--- config.mk ---
export PLATFORM = sky130hd
export DESIGN_NAME = hsdp_top
export DESIGN_NICKNAME = d
export VERILOG_FILES = /design/src/logic/hsdp_lowpass.v /design/src/logic/hsdp_scaler.v /design/src/logic/hsdp_top.v
export VERILOG_INCLUDE_DIRS = /design/src /design/src/logic
export SDC_FILE = /design/constraint.sdc
export NUM_CORES = 2
export LEC_CHECK = 0
export ABC_AREA = 1
export ABC_CLOCK_PERIOD_IN_PS = 29800
export CAP_MARGIN = 40
export CORE_AREA = 2 2 230 346
export CTS_CLUSTER_SIZE = 10
export DETAILED_ROUTE_END_ITERATION = 7
export DIE_AREA = 0 0 232 348
export DONT_BUFFER_PORTS = 1
export PLACE_DENSITY_LB_ADDON = 0.2
export SETUP_SLACK_MARGIN = 0.05
export SLEW_MARGIN = 5
export SYNTH_ARGS = -nofsm -noshare
export SYNTH_HDL_FRONTEND = slang
export SYNTH_SLANG_ARGS = --single-unit
export TNS_END_PERCENT = 30
--- constraint.sdc ---
create_clock -name sys_clk -period 29.8 [get_ports sys_clk]
set_clock_uncertainty 0.1 [all_clocks]
set_input_delay 8.94 -clock sys_clk [delete_from_list [all_inputs] [get_ports sys_clk]]
set_output_delay 8.94 -clock sys_clk [all_outputs]
set_load 0.05 [all_outputs]
--- src/logic/hsdp_consts.vh ---
`ifndef HSDP_CONSTS_VH
`define HSDP_CONSTS_VH

// Register indices used by the command decoder
`define HSDP_IDX_CONFIG 4'h0
`define HSDP_IDX_GAIN 4'h1
`define HSDP_IDX_OFFSET 4'h2
`define HSDP_IDX_LOW 4'h3
`define HSDP_IDX_HIGH 4'h4
`define HSDP_IDX_TC 4'h5
`define HSDP_IDX_QUADRATIC_TEMP_COEFF 4'h6
`define HSDP_IDX_LOCK 4'h7
`define HSDP_IDX_SAMPLE 4'h8
`define HSDP_IDX_TRIM 4'h9

// Reset values
`define HSDP_RST_CONFIG 6'h10
`define HSDP_RST_GAIN 14'h0800
`define HSDP_RST_OFFSET 11'h000
`define HSDP_RST_LOW 10'h000
`define HSDP_RST_HIGH 11'h400
`define HSDP_RST_TC 10'h000
`define HSDP_RST_QUADRATIC_TEMP_COEFF 8'h00
`define HSDP_RST_RANGE 3'h0

// Field positions in the config register
`define HSDP_RANGE_LSB 0
`define HSDP_RANGE_MSB 2
`define HSDP_FILT_LSB 3
`define HSDP_FILT_MSB 5

// Converter range codes
`define HSDP_RANGE_30MT 3'h0
`define HSDP_RANGE_40MT 3'h4
`define HSDP_RANGE_60MT 3'h5
`define HSDP_RANGE_75MT 3'h1
`define HSDP_RANGE_80MT 3'h6
`define HSDP_RANGE_90MT 3'h2
`define HSDP_RANGE_100MT 3'h7
`define HSDP_RANGE_150MT 3'h3

// Filter corner codes
`define HSDP_FILT_80HZ 3'h0
`define HSDP_FILT_160HZ 3'h1
`define HSDP_FILT_500HZ 3'h2
`define HSDP_FILT_1KHZ 3'h3
`define HSDP_FILT_2KHZ 3'h4

// Low-pass shift per corner
`define HSDP_SHIFT_80HZ 4'h7
`define HSDP_SHIFT_160HZ 4'h6
`define HSDP_SHIFT_500HZ 4'h4
`define HSDP_SHIFT_1KHZ 4'h3
`define HSDP_SHIFT_2KHZ 4'h2

// Sample limits per corner, 14-bit two's complement
`define HSDP_MIN_80HZ 14'h3080
`define HSDP_MAX_80HZ 14'h0f7f
`define HSDP_MIN_160HZ 14'h383f
`define HSDP_MAX_160HZ 14'h07c1
`define HSDP_MIN_500HZ 14'h2b54
`define HSDP_MAX_500HZ 14'h14aa
`define HSDP_MIN_1KHZ 14'h35aa
`define HSDP_MAX_1KHZ 14'h0a55
`define HSDP_MIN_2KHZ 14'h3a18
`define HSDP_MAX_2KHZ 14'h05e7

// Signal scale: one supply span is 2048 counts
`define HSDP_SPAN 20'h00800
`define HSDP_NEG_SPAN 20'hff800
`define HSDP_GAIN_SHIFT 11

`endif

--- src/logic/hsdp_lowpass.v ---
`timescale 1ns/100ps
`default_nettype none
`include "hsdp_consts.vh"

module hsdp_lowpass (
  input wire sys_clk,
  input wire rst,
  input wire raw_valid,
  input wire [13:0] raw_sample,
  input wire [2:0] filter_sel,
  output reg smp_valid_q,
  output reg [13:0] smp_q
);

  reg signed [21:0] acc_q;
  reg [3:0] shift;
  reg [13:0] lim_lo;
  reg [13:0] lim_hi;
  wire signed [21:0] x_w = $signed({raw_sample, 8'h00});
  wire signed [22:0] diff_w = x_w - acc_q;
  wire signed [22:0] step_w = diff_w >>> shift;
  wire signed [22:0] acc_sum = acc_q + step_w;
  wire signed [21:0] acc_d = acc_sum[21:0];
  wire signed [13:0] mean_w = acc_d[21:8];

  // Corner and limit pair per filter setting; unused codes act as 2 kHz
  always @* begin
    case (filter_sel)
      `HSDP_FILT_80HZ: begin
        shift = `HSDP_SHIFT_80HZ;
        lim_lo = `HSDP_MIN_80HZ;
        lim_hi = `HSDP_MAX_80HZ;
      end
      `HSDP_FILT_160HZ: begin
        shift = `HSDP_SHIFT_160HZ;
        lim_lo = `HSDP_MIN_160HZ;
        lim_hi = `HSDP_MAX_160HZ;
      end
      `HSDP_FILT_500HZ: begin
        shift = `HSDP_SHIFT_500HZ;
        lim_lo = `HSDP_MIN_500HZ;
        lim_hi = `HSDP_MAX_500HZ;
      end
      `HSDP_FILT_1KHZ: begin
        shift = `HSDP_SHIFT_1KHZ;
        lim_lo = `HSDP_MIN_1KHZ;
        lim_hi = `HSDP_MAX_1KHZ;
      end
      default: begin
        shift = `HSDP_SHIFT_2KHZ;
        lim_lo = `HSDP_MIN_2KHZ;
        lim_hi = `HSDP_MAX_2KHZ;
      end
    endcase
  end

  always @(posedge sys_clk or posedge rst) begin
    if (rst) begin
      acc_q <= 22'h000000;
      smp_valid_q <= 1'b0;
      smp_q <= 14'h0000;
    end else begin
      smp_valid_q <= raw_valid;
      if (raw_valid) begin
        acc_q <= acc_d;
        if (mean_w < $signed(lim_lo))
          smp_q <= lim_lo;
        else if (mean_w > $signed(lim_hi))
          smp_q <= lim_hi;
        else
          smp_q <= mean_w;
      end
    end
  end

endmodule // hsdp_lowpass

`default_nettype wire

--- src/logic/hsdp_scaler.v ---
`timescale 1ns/100ps
`default_nettype none
`include "hsdp_consts.vh"

module hsdp_scaler (
  input wire sys_clk,
  input wire rst,
  input wire in_valid,
  input wire [13:0] sample,
  input wire [13:0] gain,
  input wire [10:0] offset,
  input wire [9:0] tc,
  input wire [7:0] quadratic_temp_coeff,
  input wire [7:0] temp_delta,
  output reg sig_valid_q,
  output reg [19:0] sig_q
);

  wire signed [7:0] dt_w = temp_delta;
  wire signed [23:0] tc_term = $signed(tc) * dt_w;
  wire signed [23:0] dt2_w = dt_w * dt_w;
  wire signed [23:0] sq_term = $signed(quadratic_temp_coeff) * dt2_w;
  wire signed [23:0] corr_w = tc_term + (sq_term >>> 4);
  wire signed [37:0] gcorr_w = $signed(gain) * corr_w;
  wire signed [37:0] geff_full = $signed(gain) + (gcorr_w >>> 16);
  wire signed [15:0] geff_w = geff_full[15:0];
  wire signed [29:0] prod_w = $signed(sample) * geff_w;
  wire signed [29:0] scaled_w = prod_w >>> `HSDP_GAIN_SHIFT;
  wire signed [19:0] off2_w = $signed({offset, 1'b0});
  wire signed [19:0] sum_w = scaled_w[19:0] + off2_w;
  wire signed [19:0] cap_w = offset[10] ? (off2_w + $signed(`HSDP_SPAN)) : $signed(`HSDP_SPAN);

  always @(posedge sys_clk or posedge rst) begin
    if (rst) begin
      sig_valid_q <= 1'b0;
      sig_q <= 20'h00000;
    end else begin
      sig_valid_q <= in_valid;
      if (in_valid) begin
        if (sum_w > cap_w)
          sig_q <= cap_w;
        else if (sum_w < $signed(`HSDP_NEG_SPAN))
          sig_q <= `HSDP_NEG_SPAN;
        else
          sig_q <= sum_w;
      end
    end
  end

endmodule // hsdp_scaler

`default_nettype wire

--- src/logic/hsdp_top.v ---
`timescale 1ns/100ps
`default_nettype none
`include "hsdp_consts.vh"

module hsdp_top (
  input wire sys_clk,
  input wire rst,
  input wire raw_valid,
  input wire [13:0] raw_sample,
  input wire [7:0] die_temp_delta,
  input wire cmd_valid,
  input wire cmd_write,
  input wire [3:0] cmd_index,
  input wire [15:0] cmd_wdata,
  input wire exchange_active,
  input wire reply_serial_bit,
  input wire lock_restore,
  input wire [15:0] factory_trim,
  output reg out_pin_q,
  output reg reply_valid_q,
  output reg reply_err_q,
  output reg [15:0] reply_data_q,
  output reg [2:0] adc_range_q,
  output reg lock_store_q,
  output reg locked_q
);

  // One-hot phases of the device after power-up
  localparam [2:0] ST_BOOT = 3'b001;
  localparam [2:0] ST_OPEN = 3'b010;
  localparam [2:0] ST_SEALED = 3'b100;

  reg [2:0] state_q;
  reg [2:0] state_d;

  reg [5:0] range_filter_config_q;
  reg [13:0] gain_q;
  reg [10:0] zero_field_offset_q;
  reg [9:0] low_level_q;
  reg [10:0] high_level_q;
  reg [9:0] linear_temp_coeff_q;
  reg [7:0] quadratic_temp_coeff_q;
  reg [13:0] filtered_field_sample_q;
  reg switch_state_q;
  reg switch_state_d;
  reg out_pin_d;
  reg lock_store_d;
  reg reply_err_d;
  reg [15:0] reply_data_d;

  reg [15:0] rd_data;
  reg rd_err;

  wire smp_valid;
  wire [13:0] smp_value;
  wire sig_valid;
  wire [19:0] sig_value;

  wire cmd_take = cmd_valid & state_q[1];
  wire wr_take = cmd_take & cmd_write;

  wire signed [19:0] sig_s = sig_value;
  wire signed [19:0] high_s = $signed({9'h000, high_level_q});
  wire signed [19:0] low_s = $signed({10'h000, low_level_q});

  hsdp_lowpass u_lowpass (
    .sys_clk(sys_clk),
    .rst(rst),
    .raw_valid(raw_valid),
    .raw_sample(raw_sample),
    .filter_sel(range_filter_config_q[`HSDP_FILT_MSB:`HSDP_FILT_LSB]),
    .smp_valid_q(smp_valid),
    .smp_q(smp_value)
  );

  hsdp_scaler u_scaler (
    .sys_clk(sys_clk),
    .rst(rst),
    .in_valid(smp_valid),
    .sample(smp_value),
    .gain(gain_q),
    .offset(zero_field_offset_q),
    .tc(linear_temp_coeff_q),
    .quadratic_temp_coeff(quadratic_temp_coeff_q),
    .temp_delta(die_temp_delta),
    .sig_valid_q(sig_valid),
    .sig_q(sig_value)
  );

  // Power-up phase: the stored lock is sampled once after reset release
  always @* begin
    case (state_q)
      ST_BOOT: begin
        state_d = lock_restore ? ST_SEALED : ST_OPEN;
      end
      ST_OPEN: begin
        state_d = ST_OPEN;
      end
      ST_SEALED: begin
        state_d = ST_SEALED;
      end
      default: begin
        state_d = ST_BOOT;
      end
    endcase
  end

  always @(posedge sys_clk or posedge rst) begin
    if (rst) begin
      state_q <= ST_BOOT;
      locked_q <= 1'b0;
    end else begin
      state_q <= state_d;
      locked_q <= state_d[2];
    end
  end

  // Writable parameter registers
  always @(posedge sys_clk or posedge rst) begin
    if (rst) begin
      range_filter_config_q <= `HSDP_RST_CONFIG;
      gain_q <= `HSDP_RST_GAIN;
      zero_field_offset_q <= `HSDP_RST_OFFSET;
      low_level_q <= `HSDP_RST_LOW;
      high_level_q <= `HSDP_RST_HIGH;
      linear_temp_coeff_q <= `HSDP_RST_TC;
      quadratic_temp_coeff_q <= `HSDP_RST_QUADRATIC_TEMP_COEFF;
    end else if (wr_take) begin
      case (cmd_index)
        `HSDP_IDX_CONFIG: begin
          range_filter_config_q <= cmd_wdata[5:0];
        end
        `HSDP_IDX_GAIN: begin
          gain_q <= cmd_wdata[13:0];
        end
        `HSDP_IDX_OFFSET: begin
          zero_field_offset_q <= cmd_wdata[10:0];
        end
        `HSDP_IDX_LOW: begin
          low_level_q <= cmd_wdata[9:0];
        end
        `HSDP_IDX_HIGH: begin
          high_level_q <= cmd_wdata[10:0];
        end
        `HSDP_IDX_TC: begin
          linear_temp_coeff_q <= cmd_wdata[9:0];
        end
        `HSDP_IDX_QUADRATIC_TEMP_COEFF: begin
          quadratic_temp_coeff_q <= cmd_wdata[7:0];
        end
        default: begin
          range_filter_config_q <= range_filter_config_q;
        end
      endcase
    end
  end

  // Lock request next value: only a written one moves it
  always @* begin
    lock_store_d = lock_store_q;
    if (wr_take && cmd_index == `HSDP_IDX_LOCK && cmd_wdata[0]) begin
      lock_store_d = 1'b1;
    end
  end

  // Lock request is sticky and goes to the non-volatile store
  always @(posedge sys_clk or posedge rst) begin
    if (rst) begin
      lock_store_q <= 1'b0;
    end else begin
      lock_store_q <= lock_store_d;
    end
  end

  // Converter range drive
  always @(posedge sys_clk or posedge rst) begin
    if (rst) begin
      adc_range_q <= `HSDP_RST_RANGE;
    end else begin
      adc_range_q <= range_filter_config_q[`HSDP_RANGE_MSB:`HSDP_RANGE_LSB];
    end
  end

  // Filtered sample capture
  always @(posedge sys_clk or posedge rst) begin
    if (rst) begin
      filtered_field_sample_q <= 14'h0000;
    end else if (smp_valid) begin
      filtered_field_sample_q <= smp_value;
    end
  end

  // Read multiplexer
  always @* begin
    rd_data = 16'h0000;
    rd_err = 1'b0;
    case (cmd_index)
      `HSDP_IDX_CONFIG: begin
        rd_data = {10'h000, range_filter_config_q};
      end
      `HSDP_IDX_GAIN: begin
        rd_data = {2'h0, gain_q};
      end
      `HSDP_IDX_OFFSET: begin
        rd_data = {5'h00, zero_field_offset_q};
      end
      `HSDP_IDX_LOW: begin
        rd_data = {6'h00, low_level_q};
      end
      `HSDP_IDX_HIGH: begin
        rd_data = {5'h00, high_level_q};
      end
      `HSDP_IDX_TC: begin
        rd_data = {6'h00, linear_temp_coeff_q};
      end
      `HSDP_IDX_QUADRATIC_TEMP_COEFF: begin
        rd_data = {8'h00, quadratic_temp_coeff_q};
      end
      `HSDP_IDX_LOCK: begin
        rd_data = {15'h0000, lock_store_q};
      end
      `HSDP_IDX_SAMPLE: begin
        rd_data = {2'h0, filtered_field_sample_q};
      end
      `HSDP_IDX_TRIM: begin
        rd_data = factory_trim;
      end
      default: begin
        rd_err = 1'b1;
      end
    endcase
  end

  // Reply contents: writes answer with zero data
  always @* begin
    reply_data_d = 16'h0000;
    reply_err_d = rd_err;
    if (cmd_write) begin
      if (cmd_index == `HSDP_IDX_SAMPLE || cmd_index == `HSDP_IDX_TRIM) begin
        reply_err_d = 1'b1;
      end
    end else begin
      reply_data_d = rd_data;
    end
  end

  // Reply to each accepted command one cycle later
  always @(posedge sys_clk or posedge rst) begin
    if (rst) begin
      reply_valid_q <= 1'b0;
      reply_err_q <= 1'b0;
      reply_data_q <= 16'h0000;
    end else begin
      reply_valid_q <= cmd_take;
      if (cmd_take) begin
        reply_data_q <= reply_data_d;
        reply_err_q <= reply_err_d;
      end
    end
  end

  // Comparator next state, updated only with a fresh signal
  always @* begin
    switch_state_d = switch_state_q;
    if (sig_valid) begin
      if (sig_s > high_s) begin
        switch_state_d = 1'b0;
      end else if (sig_s < low_s) begin
        switch_state_d = 1'b1;
      end else begin
        switch_state_d = switch_state_q;
      end
    end
  end

  // Comparator with hysteresis
  always @(posedge sys_clk or posedge rst) begin
    if (rst) begin
      switch_state_q <= 1'b1;
    end else begin
      switch_state_q <= switch_state_d;
    end
  end

  // Output pin source: reply line during an exchange in the open phase, switch state otherwise
  always @* begin
    out_pin_d = switch_state_q;
    if (exchange_active && state_q[1]) begin
      out_pin_d = reply_serial_bit;
    end
  end

  // Output pin register
  always @(posedge sys_clk or posedge rst) begin
    if (rst) begin
      out_pin_q <= 1'b1;
    end else begin
      out_pin_q <= out_pin_d;
    end
  end

endmodule // hsdp_top

`default_nettype wire

==> qor.csv <==
metric,value,unit
outcome,"complete, but fails checks",
failing checks,setup timing,
Synthesis Warnings,0,
Port Buf Inserts,0,
"Slowest-stage cell, CP",fa_2,
Worst path max stage delay,0.58,ns
Rel. slew slack,0.380,
worst r2r src,quadratic_temp_coeff_q[7],
share of layout cells above drive strength 1,0.177,
RSZ-0062 raised after global routing,yes,
Area contributors post-synth,"fa_1 34%, inv_1 12%, ha_1 12%",
Max Cap Violations,0,
Num CTS Buffers,17,
Post-Place Cells,6911,
core area,78000,µm²
Layout area overhead,19.1,%
post-synthesis instance area,41700,µm²
worst slew pin tran,0.930,ns
die width,232,µm
Worst-path clk slew,0.07,ns
Final period util,1.11,
Rows,126,
WL/cell,17.8,µm
WP buf/inv,27,
critical path arrival,33.50,ns
hold depth,0,
post-synthesis async set-or-reset flop share,1.00,
drt first pass iters,5,
setup ws final,-3.41,ns
final RePlAce weighted congestion,0.939,
CTS tree,done,
cell mode on critical path,nand2_1,
later-pin clock latency in the skew report,0.46,ns
Setup WS pre-CTS,-4.28,ns
endpoints failing setup,20,
initial core utilization,0.534,
Die Footprint,80700,µm²
gr ovfl total,0,
"FF+latch count, synth",169,
Antenna Nets Post-Route,0,
H-Tree Depth,4,
Setup Crit Path Kind,input port to flip-flop,
synth unique cells,68,
# fillers,6865,
final WL,125000,µm
DR DRC count,0,
Setup crit end kind,flip-flop,
Final Hold Slack,0.320,ns
min-delay src,range_filter_config_q[0],
Main synth FF type,dfrtp_1,
aggregate global-route resource usage,0.319,
largest net degree at the start of global routing,86,
DR iter-0 viols,2124,
Period minus WS final,33.21,ns
Root Buffer,clkbuf_16,
Synth top area share,0.344,
"Slew Viols, Final",0,
Max Fclk,30.1,MHz
"non-filler cells, final",6983,
Mapped Cells,5445,
flop2flop setup slack,7.17,ns
initial antenna violation count,4,
Synth Area per Inst,7.65,µm²
Clock Tree Buf Depth,2,
Vias,36926,
Worst Reg-to-Reg Cells,113,
stages on the worst setup path,137,
vias per inst,5.29,
via count of the first global-routing pass,39611,
final core utilization,0.636,
DIE HEIGHT,348,µm
Final Net Count,7116,
crit path max fanout,11,
Syn Nets,6617,
Worst R2R End,u_scaler.sig_q[3],
Worst EP required,30.09,ns
largest area contributor in the synthesized netlist,fa_1,
clock sink count,169,
most frequent cells in the layout,"1275 x inv_1, 1166 x nand2_1, 697 x fa_1",
# IOs,90,
"commonest non-fill, non-tap cell in the layout",inv_1,
hpwl dp,104000,µm
cell class contributing the biggest share of worst-path delay,adder cells,
first-pass GRT wire length,200000,µm
CTS Hold Bufs,0,
Worst Setup Start Kind,input port,
final hold violation count,0,
"Seq/Total Area, Yosys",0.102,
WHS Endpoint,adc_range_q[0],
number of synthesized flops with an enable pin,0,
min-delay worst type,flip-flop to flip-flop,
[synth_stat cells, drive strengths merged, types with 29 or more instances]
| cell type | count |
|---|---|
| xor2 | 93 |
| dfrtp | 163 |
| nand4 | 40 |
| nor2 | 425 |
| fa | 717 |
| clkbuf | 119 |
| ha | 389 |
| o21ai | 248 |
| a21oi | 218 |
| nand2 | 1230 |
| xnor2 | 58 |
| nand3 | 163 |
| inv | 1337 |
| or2 | 29 |
[worst max path at each step]
stage                   endpoint              start  slack, ns
2_1_floorplan  u_scaler.sig_q[3]  die_temp_delta[7]      -2.00
3_3_place_gp   u_scaler.sig_q[9]  die_temp_delta[7]      -4.01
3_5_place_dp   u_scaler.sig_q[9]  die_temp_delta[3]      -4.28
4_1_cts        u_scaler.sig_q[9]  die_temp_delta[7]      -3.30
5_1_grt        u_scaler.sig_q[0]  die_temp_delta[7]      -4.53
6_report       u_scaler.sig_q[3]  die_temp_delta[7]      -3.41
[routing by layer]
layer,share of wire,routed length [µm],track usage
met1,0.35,44000,0.344
met3,0.054,6770,0.0430
met4,0.077,9640,0.204
met2,0.51,64100,0.581
met5,0.00031,38,0
[layout make-up]
class,instances,area [µm²],share of cell area
Antenna cell,2,5.00,0.000101
Clock buffer,18,439,0.00885
Clock inverter,14,171,0.00345
Inverter,1351,5120,0.103
Multi-Input combinational cell,3785,33500,0.676
Sequential cell,169,4240,0.0854
Tap cell,1024,1280,0.0258
Timing Repair Buffer,620,4850,0.0978
[registers in the layout (all words and copies together) (netlist names)]
signal and flops:
u_lowpass.acc_q 22, u_scaler.sig_q 20, reply_data_q 16, filtered_field_sample_q 14, gain_q 14, u_lowpass.smp_q 14
high_level_q 11, zero_field_offset_q 11, linear_temp_coeff_q 10, low_level_q 10, quadratic_temp_coeff_q 8, range_filter_config_q 6
adc_range_q 3, state_q 2, lock_store_q 1, locked_q 1, out_pin_q 1, reply_err_q 1
reply_valid_q 1, switch_state_q 1, u_lowpass.smp_valid_q 1, u_scaler.sig_valid_q 1
[logic make-up (layout without fill, tap and decap cells)]
| logic type | count (synthesis) | in the layout | synth area share |
|---|---|---|---|
| buf+inv | 1491 | 2003 | 0.136 |
| xor+xnor | 151 | 151 | 0.0317 |
| flops | 169 | 169 | 0.102 |
| compound gates | 585 | 585 | 0.0783 |
| other cells | 1 | 3 | 0.0000900 |
| mux | 1 | 1 | 0.000270 |
| fa+ha+maj | 1106 | 1106 | 0.461 |
| simple gates | 1941 | 1941 | 0.191 |
[worst register-to-register path, delay by kind of cell (launching register included)]
family / cells / cell delay, ns
buf+inv: 25 / 2.44
xor+xnor: 4 / 0.86
fa+ha+maj: 28 / 12.32
simple gates: 43 / 4.12
compound gates: 13 / 2.02
flops: 1 / 0.69
[per-stage QoR]
step / TNS [ns] / area (µm²)
2_1_floorplan: -39.34 / 42700
3_3_place_gp: -79.10 / 47700
3_5_place_dp: -84.79 / 47800
4_1_cts: -65.14 / 48800
5_1_grt: -89.94 / 49600
6_report: -67.59 / 49600
[repair_timing]
item,4_1_cts,5_1_grt
resized for setup,51,140
setup buffers,13,23
cloned,0,2
hold endpoints to repair,0,0
setup endpoints to repair,20,20
pin swaps,46,91
Power is not shown: default switching activity piles up to over one toggle a cycle in this logic, so the estimate is an artifact.
